<file path="config.mk">
export PLATFORM = sky130hd
export DESIGN_NAME = hbp_host_port
export DESIGN_NICKNAME = d
export VERILOG_FILES = /design/src/verilog/hbp_pkg.sv /design/src/verilog/hbp_host_port.sv
export VERILOG_INCLUDE_DIRS = /design/src /design/src/verilog
export SDC_FILE = /design/constraint.sdc
export NUM_CORES = 1
export LEC_CHECK = 0
export BUFFER_PORTS_ARGS = -buffer_cell sky130_fd_sc_hd__buf_2
export CAP_MARGIN = 20
export CORE_UTILIZATION = 52
export DETAILED_ROUTE_END_ITERATION = 16
export GPL_ROUTABILITY_DRIVEN = 0
export PLACE_DENSITY = 0.84
export RECOVER_POWER = 100
export SLEW_MARGIN = 20
export SYNTH_ARGS = -nofsm -noshare
export SYNTH_HDL_FRONTEND = slang
export SYNTH_SLANG_ARGS = --single-unit
export TNS_END_PERCENT = 100
</file>
<file path="constraint.sdc">
create_clock -name clk -period 3.1 [get_ports clk]
set_input_delay 0.62 -clock clk [delete_from_list [all_inputs] [get_ports clk]]
set_output_delay 0.62 -clock clk [all_outputs]
set_load 0.02 [all_outputs]
</file>
<file path="src/verilog/hbp_defs.svh">
/*
  Constants of the host bus port: strap decoding, register offsets,
  field positions and reset values.
  Assumes inclusion by bare name from the package and the port module.
*/
`ifndef HBP_DEFS_SVH
`define HBP_DEFS_SVH

// ----------------------------------------------------------------
// widths
// ----------------------------------------------------------------
`define HBP_DATA_W 16
`define HBP_ADDR_W 16

// ----------------------------------------------------------------
// strap decoding
// ----------------------------------------------------------------
`define HBP_MODE_GENERIC 3'h7
`define HBP_BS_SHARED 1'h1
`define HBP_BS_SPLIT 1'h0
`define HBP_ORDER_BIG 1'h1
`define HBP_POL_HIGH 1'h1

// ----------------------------------------------------------------
// register map (byte addresses)
// ----------------------------------------------------------------
`define HBP_OFF_CTRL 32'h0000_0000
`define HBP_OFF_STATUS 32'h0000_0004
`define HBP_CTRL_PWR_BIT 0
`define HBP_CTRL_RST 1'h0
`define HBP_ST_MODE_LSB 0
`define HBP_ST_BS_BIT 3
`define HBP_ST_ORDER_BIT 4
`define HBP_ST_POL_BIT 5
`define HBP_ST_SHARED_BIT 6
`define HBP_ST_SPLIT_BIT 7
`define HBP_ST_BUSY_BIT 8
`define HBP_ST_WAIT_BIT 9

`endif

</file>
<file path="src/verilog/hbp_pkg.sv">
/*
  Types of the host bus port: pin bundle, configuration, core request,
  state codes and the module's state record.
  Assumes hbp_defs.svh is on the include path.
*/
`include "hbp_defs.svh"

package hbp_pkg;

  // ----------------------------------------------------------------
  // access sequencer states, one-hot
  // ----------------------------------------------------------------
  typedef enum logic [2:0] {
    ST_IDLE = 3'h1,
    ST_REQ = 3'h2,
    ST_DONE = 3'h4
  } hbp_state_t;

  // host pins as seen after the synchroniser
  typedef struct packed {
    logic hclk;
    logic selN;
    logic rdN;
    logic weN;
    logic bheN;
    logic rdWrN;
    logic bsN;
    logic [2:0] modeStraps;
    logic orderStrap;
    logic polStrap;
    logic [`HBP_ADDR_W-1:0] addr;
    logic [`HBP_DATA_W-1:0] data;
  } hbp_pins_t;

  // configuration captured at reset release
  typedef struct packed {
    logic [2:0] mode;
    logic bs;
    logic bigEndian;
    logic pwrHigh;
  } hbp_cfg_t;

  // request toward the core arbiter
  typedef struct packed {
    logic req;
    logic write;
    logic [`HBP_ADDR_W-1:0] addr;
    logic [`HBP_DATA_W-1:0] wdata;
    logic [1:0] be;
  } hbp_mem_req_t;

  // whole state of the port module
  typedef struct packed {
    hbp_pins_t sync1;
    hbp_pins_t sync2;
    logic hclkPrev;
    logic inReset;
    hbp_cfg_t cfg;
    hbp_state_t st;
    hbp_mem_req_t mem;
    logic [`HBP_DATA_W-1:0] dOut;
    logic dOe;
    logic waitN;
    logic waitOe;
    logic pwrOut;
    logic ctrlPwr;
    logic aValid;
    logic aWrite;
    logic aCtrl;
    logic [31:0] hrdata;
  } hbp_core_t;

endpackage

</file>
<file path="src/verilog/hbp_host_port.sv">
/*
  Sixteen-bit host bus slave port with strap-selected mode, byte order
  and panel power polarity, plus a small AHB-Lite control block.
  Assumes: host pins are asynchronous to clk; the host bus clock is far
  slower than clk; mem* handshake lives on clk; srst held >= 2 cycles.

*/
`include "hbp_defs.svh"

module hbp_host_port #(
  parameter int DATA_W = `HBP_DATA_W,
  parameter int ADDR_W = `HBP_ADDR_W
) (
  input wire logic clk,
  input wire logic srst,
  input wire logic hostBusClock,
  input wire logic hostSelectN,
  input wire logic readStrobeN,
  input wire logic writeStrobeN,
  input wire logic highByteEnableN,
  input wire logic rdWrDirN,
  input wire logic busStatusStrapN,
  input wire logic [2:0] busModeStraps,
  input wire logic byteOrderStrap,
  input wire logic panelPowerPolarityStrap,
  input wire logic [ADDR_W-1:0] deviceLocationInputs,
  input wire logic [DATA_W-1:0] deviceDataIn,
  output logic [DATA_W-1:0] deviceDataOut,
  output logic deviceDataOe,
  output logic waitOutN,
  output logic waitOe,
  output logic panelPowerControl,
  output hbp_pkg::hbp_mem_req_t memReq,
  input wire logic memAck,
  input wire logic [DATA_W-1:0] memRdata,
  input wire logic hsel,
  input wire logic [31:0] haddr,
  input wire logic [1:0] htrans,
  input wire logic hwrite,
  input wire logic [2:0] hsize,
  input wire logic [31:0] hwdata,
  input wire logic hready,
  output logic hreadyout,
  output logic [31:0] hrdata,
  output logic hresp
);

  // ----------------------------------------------------------------
  // elaboration check
  // ----------------------------------------------------------------
  if (DATA_W != `HBP_DATA_W || ADDR_W != `HBP_ADDR_W) begin : gBadWidth
    $error("hbp_host_port serves only 16-bit data and address");
  end

  // ----------------------------------------------------------------
  // state and helpers
  // ----------------------------------------------------------------
  hbp_pkg::hbp_core_t q;
  hbp_pkg::hbp_core_t d;
  hbp_pkg::hbp_pins_t pinsNow;
  hbp_pkg::hbp_pins_t p;

  // swap byte lanes for big-endian hosts
  function automatic logic [15:0] orderFix(
    input logic big,
    input logic [15:0] v
  );
    return big ? {v[7:0], v[15:8]} : v;
  endfunction

  // gather raw pins for the synchroniser
  always_comb begin
    pinsNow.hclk = hostBusClock;
    pinsNow.selN = hostSelectN;
    pinsNow.rdN = readStrobeN;
    pinsNow.weN = writeStrobeN;
    pinsNow.bheN = highByteEnableN;
    pinsNow.rdWrN = rdWrDirN;
    pinsNow.bsN = busStatusStrapN;
    pinsNow.modeStraps = busModeStraps;
    pinsNow.orderStrap = byteOrderStrap;
    pinsNow.polStrap = panelPowerPolarityStrap;
    pinsNow.addr = deviceLocationInputs;
    pinsNow.data = deviceDataIn;
  end

  assign p = q.sync2;

  // ----------------------------------------------------------------
  // next-state logic
  // ----------------------------------------------------------------
  logic hEdge;
  logic shared;
  logic split;
  logic modeOk;
  logic sel;
  logic rdAct;
  logic wrAct;
  logic active;
  logic [1:0] laneBe;
  logic [31:0] statusWord;

  always_comb begin
    d = q;
    // ----------------------------------------------------------------
    // two-stage synchroniser, edge detect on second stage only
    // ----------------------------------------------------------------
    d.sync1 = pinsNow;
    d.sync2 = q.sync1;
    d.hclkPrev = q.sync2.hclk;
    d.inReset = 1'b0;
    hEdge = p.hclk & ~q.hclkPrev;

    // ----------------------------------------------------------------
    // mode decode from captured straps
    // ----------------------------------------------------------------
    shared = (q.cfg.mode == `HBP_MODE_GENERIC)
      && (q.cfg.bs == `HBP_BS_SHARED);
    split = (q.cfg.mode == `HBP_MODE_GENERIC)
      && (q.cfg.bs == `HBP_BS_SPLIT);
    modeOk = shared | split;
    sel = ~p.selN;

    // ----------------------------------------------------------------
    // pin functions follow the captured mode
    // ----------------------------------------------------------------
    if (shared) begin
      rdAct = ~p.rdN;
      wrAct = ~p.weN;
      laneBe = {~p.bheN, ~p.addr[0]};
    end else begin
      rdAct = ~p.rdN | ~p.rdWrN;
      wrAct = ~p.weN | ~p.bheN;
      if (wrAct) begin
        laneBe = {~p.bheN, ~p.weN};
      end else begin
        laneBe = {~p.rdWrN, ~p.rdN};
      end
    end
    active = modeOk & sel & (rdAct | wrAct);

    // ----------------------------------------------------------------
    // access sequencer
    // ----------------------------------------------------------------
    case (q.st)
      hbp_pkg::ST_IDLE: begin
        // wait low as soon as a served access is seen, before the host edge
        d.waitN = ~active;
        if (hEdge && active) begin
          d.st = hbp_pkg::ST_REQ;
          d.waitN = 1'b0;
          d.mem.req = 1'b1;
          d.mem.write = wrAct;
          d.mem.addr = p.addr;
          d.mem.wdata = orderFix(q.cfg.bigEndian, p.data);
          d.mem.be = q.cfg.bigEndian ? {laneBe[0], laneBe[1]} : laneBe;
        end
      end
      hbp_pkg::ST_REQ: begin
        d.waitN = 1'b0;
        if (memAck) begin
          d.mem.req = 1'b0;
          d.waitN = 1'b1;
          d.st = hbp_pkg::ST_DONE;
          if (!q.mem.write) begin
            d.dOut = orderFix(q.cfg.bigEndian, memRdata);
          end
        end
      end
      hbp_pkg::ST_DONE: begin
        d.waitN = 1'b1;
        if (hEdge && !active) begin
          d.st = hbp_pkg::ST_IDLE;
        end
      end
      default: begin
        d.st = hbp_pkg::ST_IDLE;
        d.waitN = 1'b1;
        d.mem.req = 1'b0;
      end
    endcase

    // ----------------------------------------------------------------
    // pin drivers while selected
    // ----------------------------------------------------------------
    d.waitOe = sel & modeOk;
    d.dOe = (d.st == hbp_pkg::ST_DONE) & ~q.mem.write & sel & rdAct & modeOk;

    // ----------------------------------------------------------------
    // straps caught on the first cycle after reset release
    // ----------------------------------------------------------------
    if (q.inReset) begin
      d.cfg.mode = p.modeStraps;
      d.cfg.bs = p.bsN; // strap level, 1 = shared
      d.cfg.bigEndian = (p.orderStrap == `HBP_ORDER_BIG);
      d.cfg.pwrHigh = (p.polStrap == `HBP_POL_HIGH);
    end

    // ----------------------------------------------------------------
    // panel power output in captured polarity
    // ----------------------------------------------------------------
    d.pwrOut = q.cfg.pwrHigh ? q.ctrlPwr : ~q.ctrlPwr;

    // ----------------------------------------------------------------
    // status word
    // ----------------------------------------------------------------
    statusWord = 32'h0000_0000;
    statusWord[`HBP_ST_MODE_LSB +: 3] = q.cfg.mode;
    statusWord[`HBP_ST_BS_BIT] = q.cfg.bs;
    statusWord[`HBP_ST_ORDER_BIT] = q.cfg.bigEndian;
    statusWord[`HBP_ST_POL_BIT] = q.cfg.pwrHigh;
    statusWord[`HBP_ST_SHARED_BIT] = shared;
    statusWord[`HBP_ST_SPLIT_BIT] = split;
    statusWord[`HBP_ST_BUSY_BIT] = (q.st != hbp_pkg::ST_IDLE);
    statusWord[`HBP_ST_WAIT_BIT] = ~q.waitN;

    // ----------------------------------------------------------------
    // ahb-lite address phase
    // ----------------------------------------------------------------
    d.aValid = 1'b0;
    if (hsel && hready && htrans[1]) begin
      d.aValid = 1'b1;
      d.aWrite = hwrite;
      d.aCtrl = (haddr == `HBP_OFF_CTRL);
      d.hrdata = 32'h0000_0000;
      if (!hwrite) begin
        if (haddr == `HBP_OFF_CTRL) begin
          d.hrdata[`HBP_CTRL_PWR_BIT] = q.ctrlPwr;
        end else if (haddr == `HBP_OFF_STATUS) begin
          d.hrdata = statusWord;
        end
      end
    end

    // ----------------------------------------------------------------
    // ahb-lite data phase write
    // ----------------------------------------------------------------
    if (q.aValid && q.aWrite && q.aCtrl) begin
      d.ctrlPwr = hwdata[`HBP_CTRL_PWR_BIT];
    end

    // ----------------------------------------------------------------
    // synchronous reset, synchroniser and edge history keep sampling
    // ----------------------------------------------------------------
    if (srst) begin
      d.inReset = 1'b1;
      d.cfg = '0;
      d.st = hbp_pkg::ST_IDLE;
      d.mem = '0;
      d.dOut = 16'h0000;
      d.dOe = 1'b0;
      d.waitN = 1'b1;
      d.waitOe = 1'b0;
      d.pwrOut = 1'b1;
      d.ctrlPwr = `HBP_CTRL_RST;
      d.aValid = 1'b0;
      d.aWrite = 1'b0;
      d.aCtrl = 1'b0;
      d.hrdata = 32'h0000_0000;
    end
  end

  // ----------------------------------------------------------------
  // state register
  // ----------------------------------------------------------------
  always_ff @(posedge clk) begin
    q <= d;
  end

  // ----------------------------------------------------------------
  // outputs
  // ----------------------------------------------------------------
  assign deviceDataOut = q.dOut;
  assign deviceDataOe = q.dOe;
  assign waitOutN = q.waitN;
  assign waitOe = q.waitOe;
  assign panelPowerControl = q.pwrOut;
  assign memReq = q.mem;
  assign hreadyout = 1'b1; // zero wait states
  assign hrdata = q.hrdata;
  assign hresp = 1'b0; // always okay

endmodule

</file>
==> impl_metrics.env <==
export IMPL_outcome="finished with violations"
export IMPL_failed_checks="capacitance limit, slew limit"
export IMPL_ant_nets=0
export IMPL_start_util_pct=53.56
export IMPL_power_leakage_nw=2.711
export IMPL_maximum_clock_frequency_mhz=409.5
export IMPL_post_route_util_pct=60.72
export IMPL_setup_total_negative_slack_ns=0
export IMPL_worstReg2RegStart="q[92]$_SDFF_PP1_"
export IMPL_antennaDiodeCount=0
export IMPL_width_of_the_chip_um=107.9
export IMPL_hold_ws_ns=0.2081
export IMPL_syn_cell_area_sq_um=5832
export IMPL_first_global_vias=3690
export IMPL_nets=748
export IMPL_viasPerCell=4.911
export IMPL_seqCellArea_sq_um=3383
export IMPL_sort_of_element_at_the_end_of_the_critical_path="flip-flop"
export IMPL_pwr_cell_area_nw_per_um2=667.4
export IMPL_finalSetupViolCount=0
export IMPL_drcViolationCount=0
export IMPL_postSynth_asyncResetShare_pct=0
export IMPL_post_dp_cell_area_sq_um=6183
export IMPL_synth_seq_area_share_pct=58.01
export IMPL_area_growth_syn_to_layout_pct=13.37
export IMPL_cts_made_buffers=17
export IMPL_measured_slew_at_the_worst_slew_check_pin_ns=1.599
export IMPL_clk_insertion_delay_late_ns=0.51
export IMPL_yosysMostFrequentCell="dfxtp_1"
export IMPL_wl_per_cell_um=14.14
export IMPL_multi_input_comb_area_sq_um=1693
export IMPL_cts_root_to_sink_buffers=2
export IMPL_final_cell_area_sq_um=6611
export IMPL_cts_root_buf="clkbuf_8"
export IMPL_cts_resized=0
export IMPL_grt_setup_unrepaired="no"
export IMPL_worst_setup_path_startpoint="q[92]$_SDFF_PP1_"
export IMPL_post_cts_repair_setup_buffers=0
export IMPL_finalWirelength_um=10840
export IMPL_final_period_minus_worst_setup_slack_ns=2.442
export IMPL_finalNonFillerCells=766
export IMPL_timing_slew_headroom_pct=-6.620
export IMPL_slew_violations=35
export IMPL_first_pass_iters=4
export IMPL_routed_via_count=3762
export IMPL_clock_skew_ns=0.008654
export IMPL_post_dp_hpwl_um=7640
export IMPL_yosys_warnings=0
export IMPL_synth_area_per_cell_sq_um=11.41
export IMPL_grt_pass1_wl_um=17030
export IMPL_synth_edff_count=0
export IMPL_synthDominantCellAreaShare_pct=58.01
export IMPL_number_of_antenna_violations_at_the_first_check_in_global_routing=0
export IMPL_placed_instances=734
export IMPL_timing_critical_path_from_type="flip-flop"
export IMPL_ys_seq_elements=169
export IMPL_syn_instance_count=511
export IMPL_post_synth_num_cell_types=50
export IMPL_layout_drive_gt1_share_pct=22.52
export IMPL_placement_rows=38
export IMPL_clock_sink_count=169
export IMPL_period_share_pct=78.78
export IMPL_cp_data_arrival_time_ns=2.80
export IMPL_die_height_um=107.9
export IMPL_htreeDepth=4
export IMPL_layout_filler_cells=933
export IMPL_netlist_top_cells_area="dfxtp_1, buf_4, mux2i_1, nor2_1, a211oi_1"
export IMPL_yosys_top_cells_count="dfxtp_1, buf_4, nor2_1, mux2i_1, a211oi_1"
export IMPL_overflow=0
export IMPL_critical_path_required_ns=3.46
export IMPL_timing_max_cap_violations=1
export IMPL_port_buffers=165
export IMPL_io_pins=225
export IMPL_power_ir_vdd_worst_mv=0.4621
export IMPL_crit_path_max_fanout=56
export IMPL_drtIter0Drc=124
export IMPL_synthDominantAreaCellType="dfxtp_1"
export IMPL_final_hold_violation_count=0
export IMPL_total_global_routing_track_utilization_pct=19.17
export IMPL_crit_type="flip-flop to flip-flop"
export IMPL_floorplan_core_area_sq_um=10890
export IMPL_min_from="deviceLocationInputs[13]"
export IMPL_die_area_sq_um=11640
export IMPL_synth_flop_cell="dfxtp_1"
export IMPL_clkTransAtPathRegs_ns=0.07
export IMPL_cts_hold_buffers=0
export IMPL_min_path_type="input pin to flip-flop"
export IMPL_clock_tree_from_tritoncts="built"
export IMPL_maximum_number_of_pins_on_one_net_before_global_route_repair=57
worst paths after layout:
| kind | depth (start not counted) | end | slack (ns) |
|---|---|---|---|
| hold / removal | 1 | d[132]$_DFF_P_ | 0.21 |
| setup reg to reg | 5 | memReq[21]$_SDFFE_PP0P_ | 0.66 |
| hold reg to reg | 0 | p[0]$_DFF_P_ | 0.33 |
| setup / recovery | 5 | memReq[21]$_SDFFE_PP0P_ | 0.66 |
kinds of logic (layout without fill, tap and decap cells):
family	count (synthesis)	count (layout)	share of synthesized area [%]
multiplexers	57	57	9.783
flip-flops	169	169	58.01
other	2	24	0.1288
buffers and inverters	111	204	13.49
AO/OA/AOI/OAI	65	65	9.548
XOR/XNOR	1	1	0.1502
AND/OR/NAND/NOR	106	106	8.883
where the power goes:
part           total, mW  internal [mW]  switching [mW]
Sequential          2.27           2.24          0.0349
Combinational      0.175         0.0803          0.0949
Clock               1.96           1.04           0.927
placed cells by master (no fill, tap or decap), drive strengths merged, types with 6 or more instances in the layout:
cell    instances
dfxtp         169
buf           101
clkbuf         85
nor2           64
mux2i          57
a211oi         33
conb           24
inv            12
a22o            8
nor4            7
nand2           6
clkinv          6
flip-flops by register name, indices dropped and copies added, names as in the netlist:
register and cells:
d 45, p 43, memReq 36, deviceDataOut 16, q 15, hrdata 10, deviceDataOe 1, panelPowerControl 1
waitOe 1, waitOutN 1
per-layer routing:
layer	global-route usage (%)	vias to the layer above	wire length [um]
met5	0	-	0
met4	7.730	0	181
met3	5.811	18	656
met2	36.03	148	5721
met1	19.65	1737	4275
li1	-	1859	-
layout make-up:
class | count | share of cell area, %
sequential | 169 | 51.17
multi-input combinational | 253 | 25.61
timing repair buffer | 169 | 11.83
clock buffer | 17 | 6.264
tap | 140 | 2.650
clock inverter | 15 | 2.309
inverter | 3 | 0.1703
critical path: stages (launching register included):
cell	delay [ns]
dfxtp_1	0.45
or3b_1	0.43
a2111oi_0	0.72
buf_12	0.36
mux2i_1	0.26
nor2_1	0.06
metrics by stage:
step                      setup slack (ns)  power [mW]
after floorplan                      1.119       2.435
after global placement              0.8280       2.492
after detailed placement            0.7746       2.503
after CTS                            1.092       4.469
after global routing                0.5119       4.602
final                               0.6579       4.413
(Power assumes the default switching activity.)
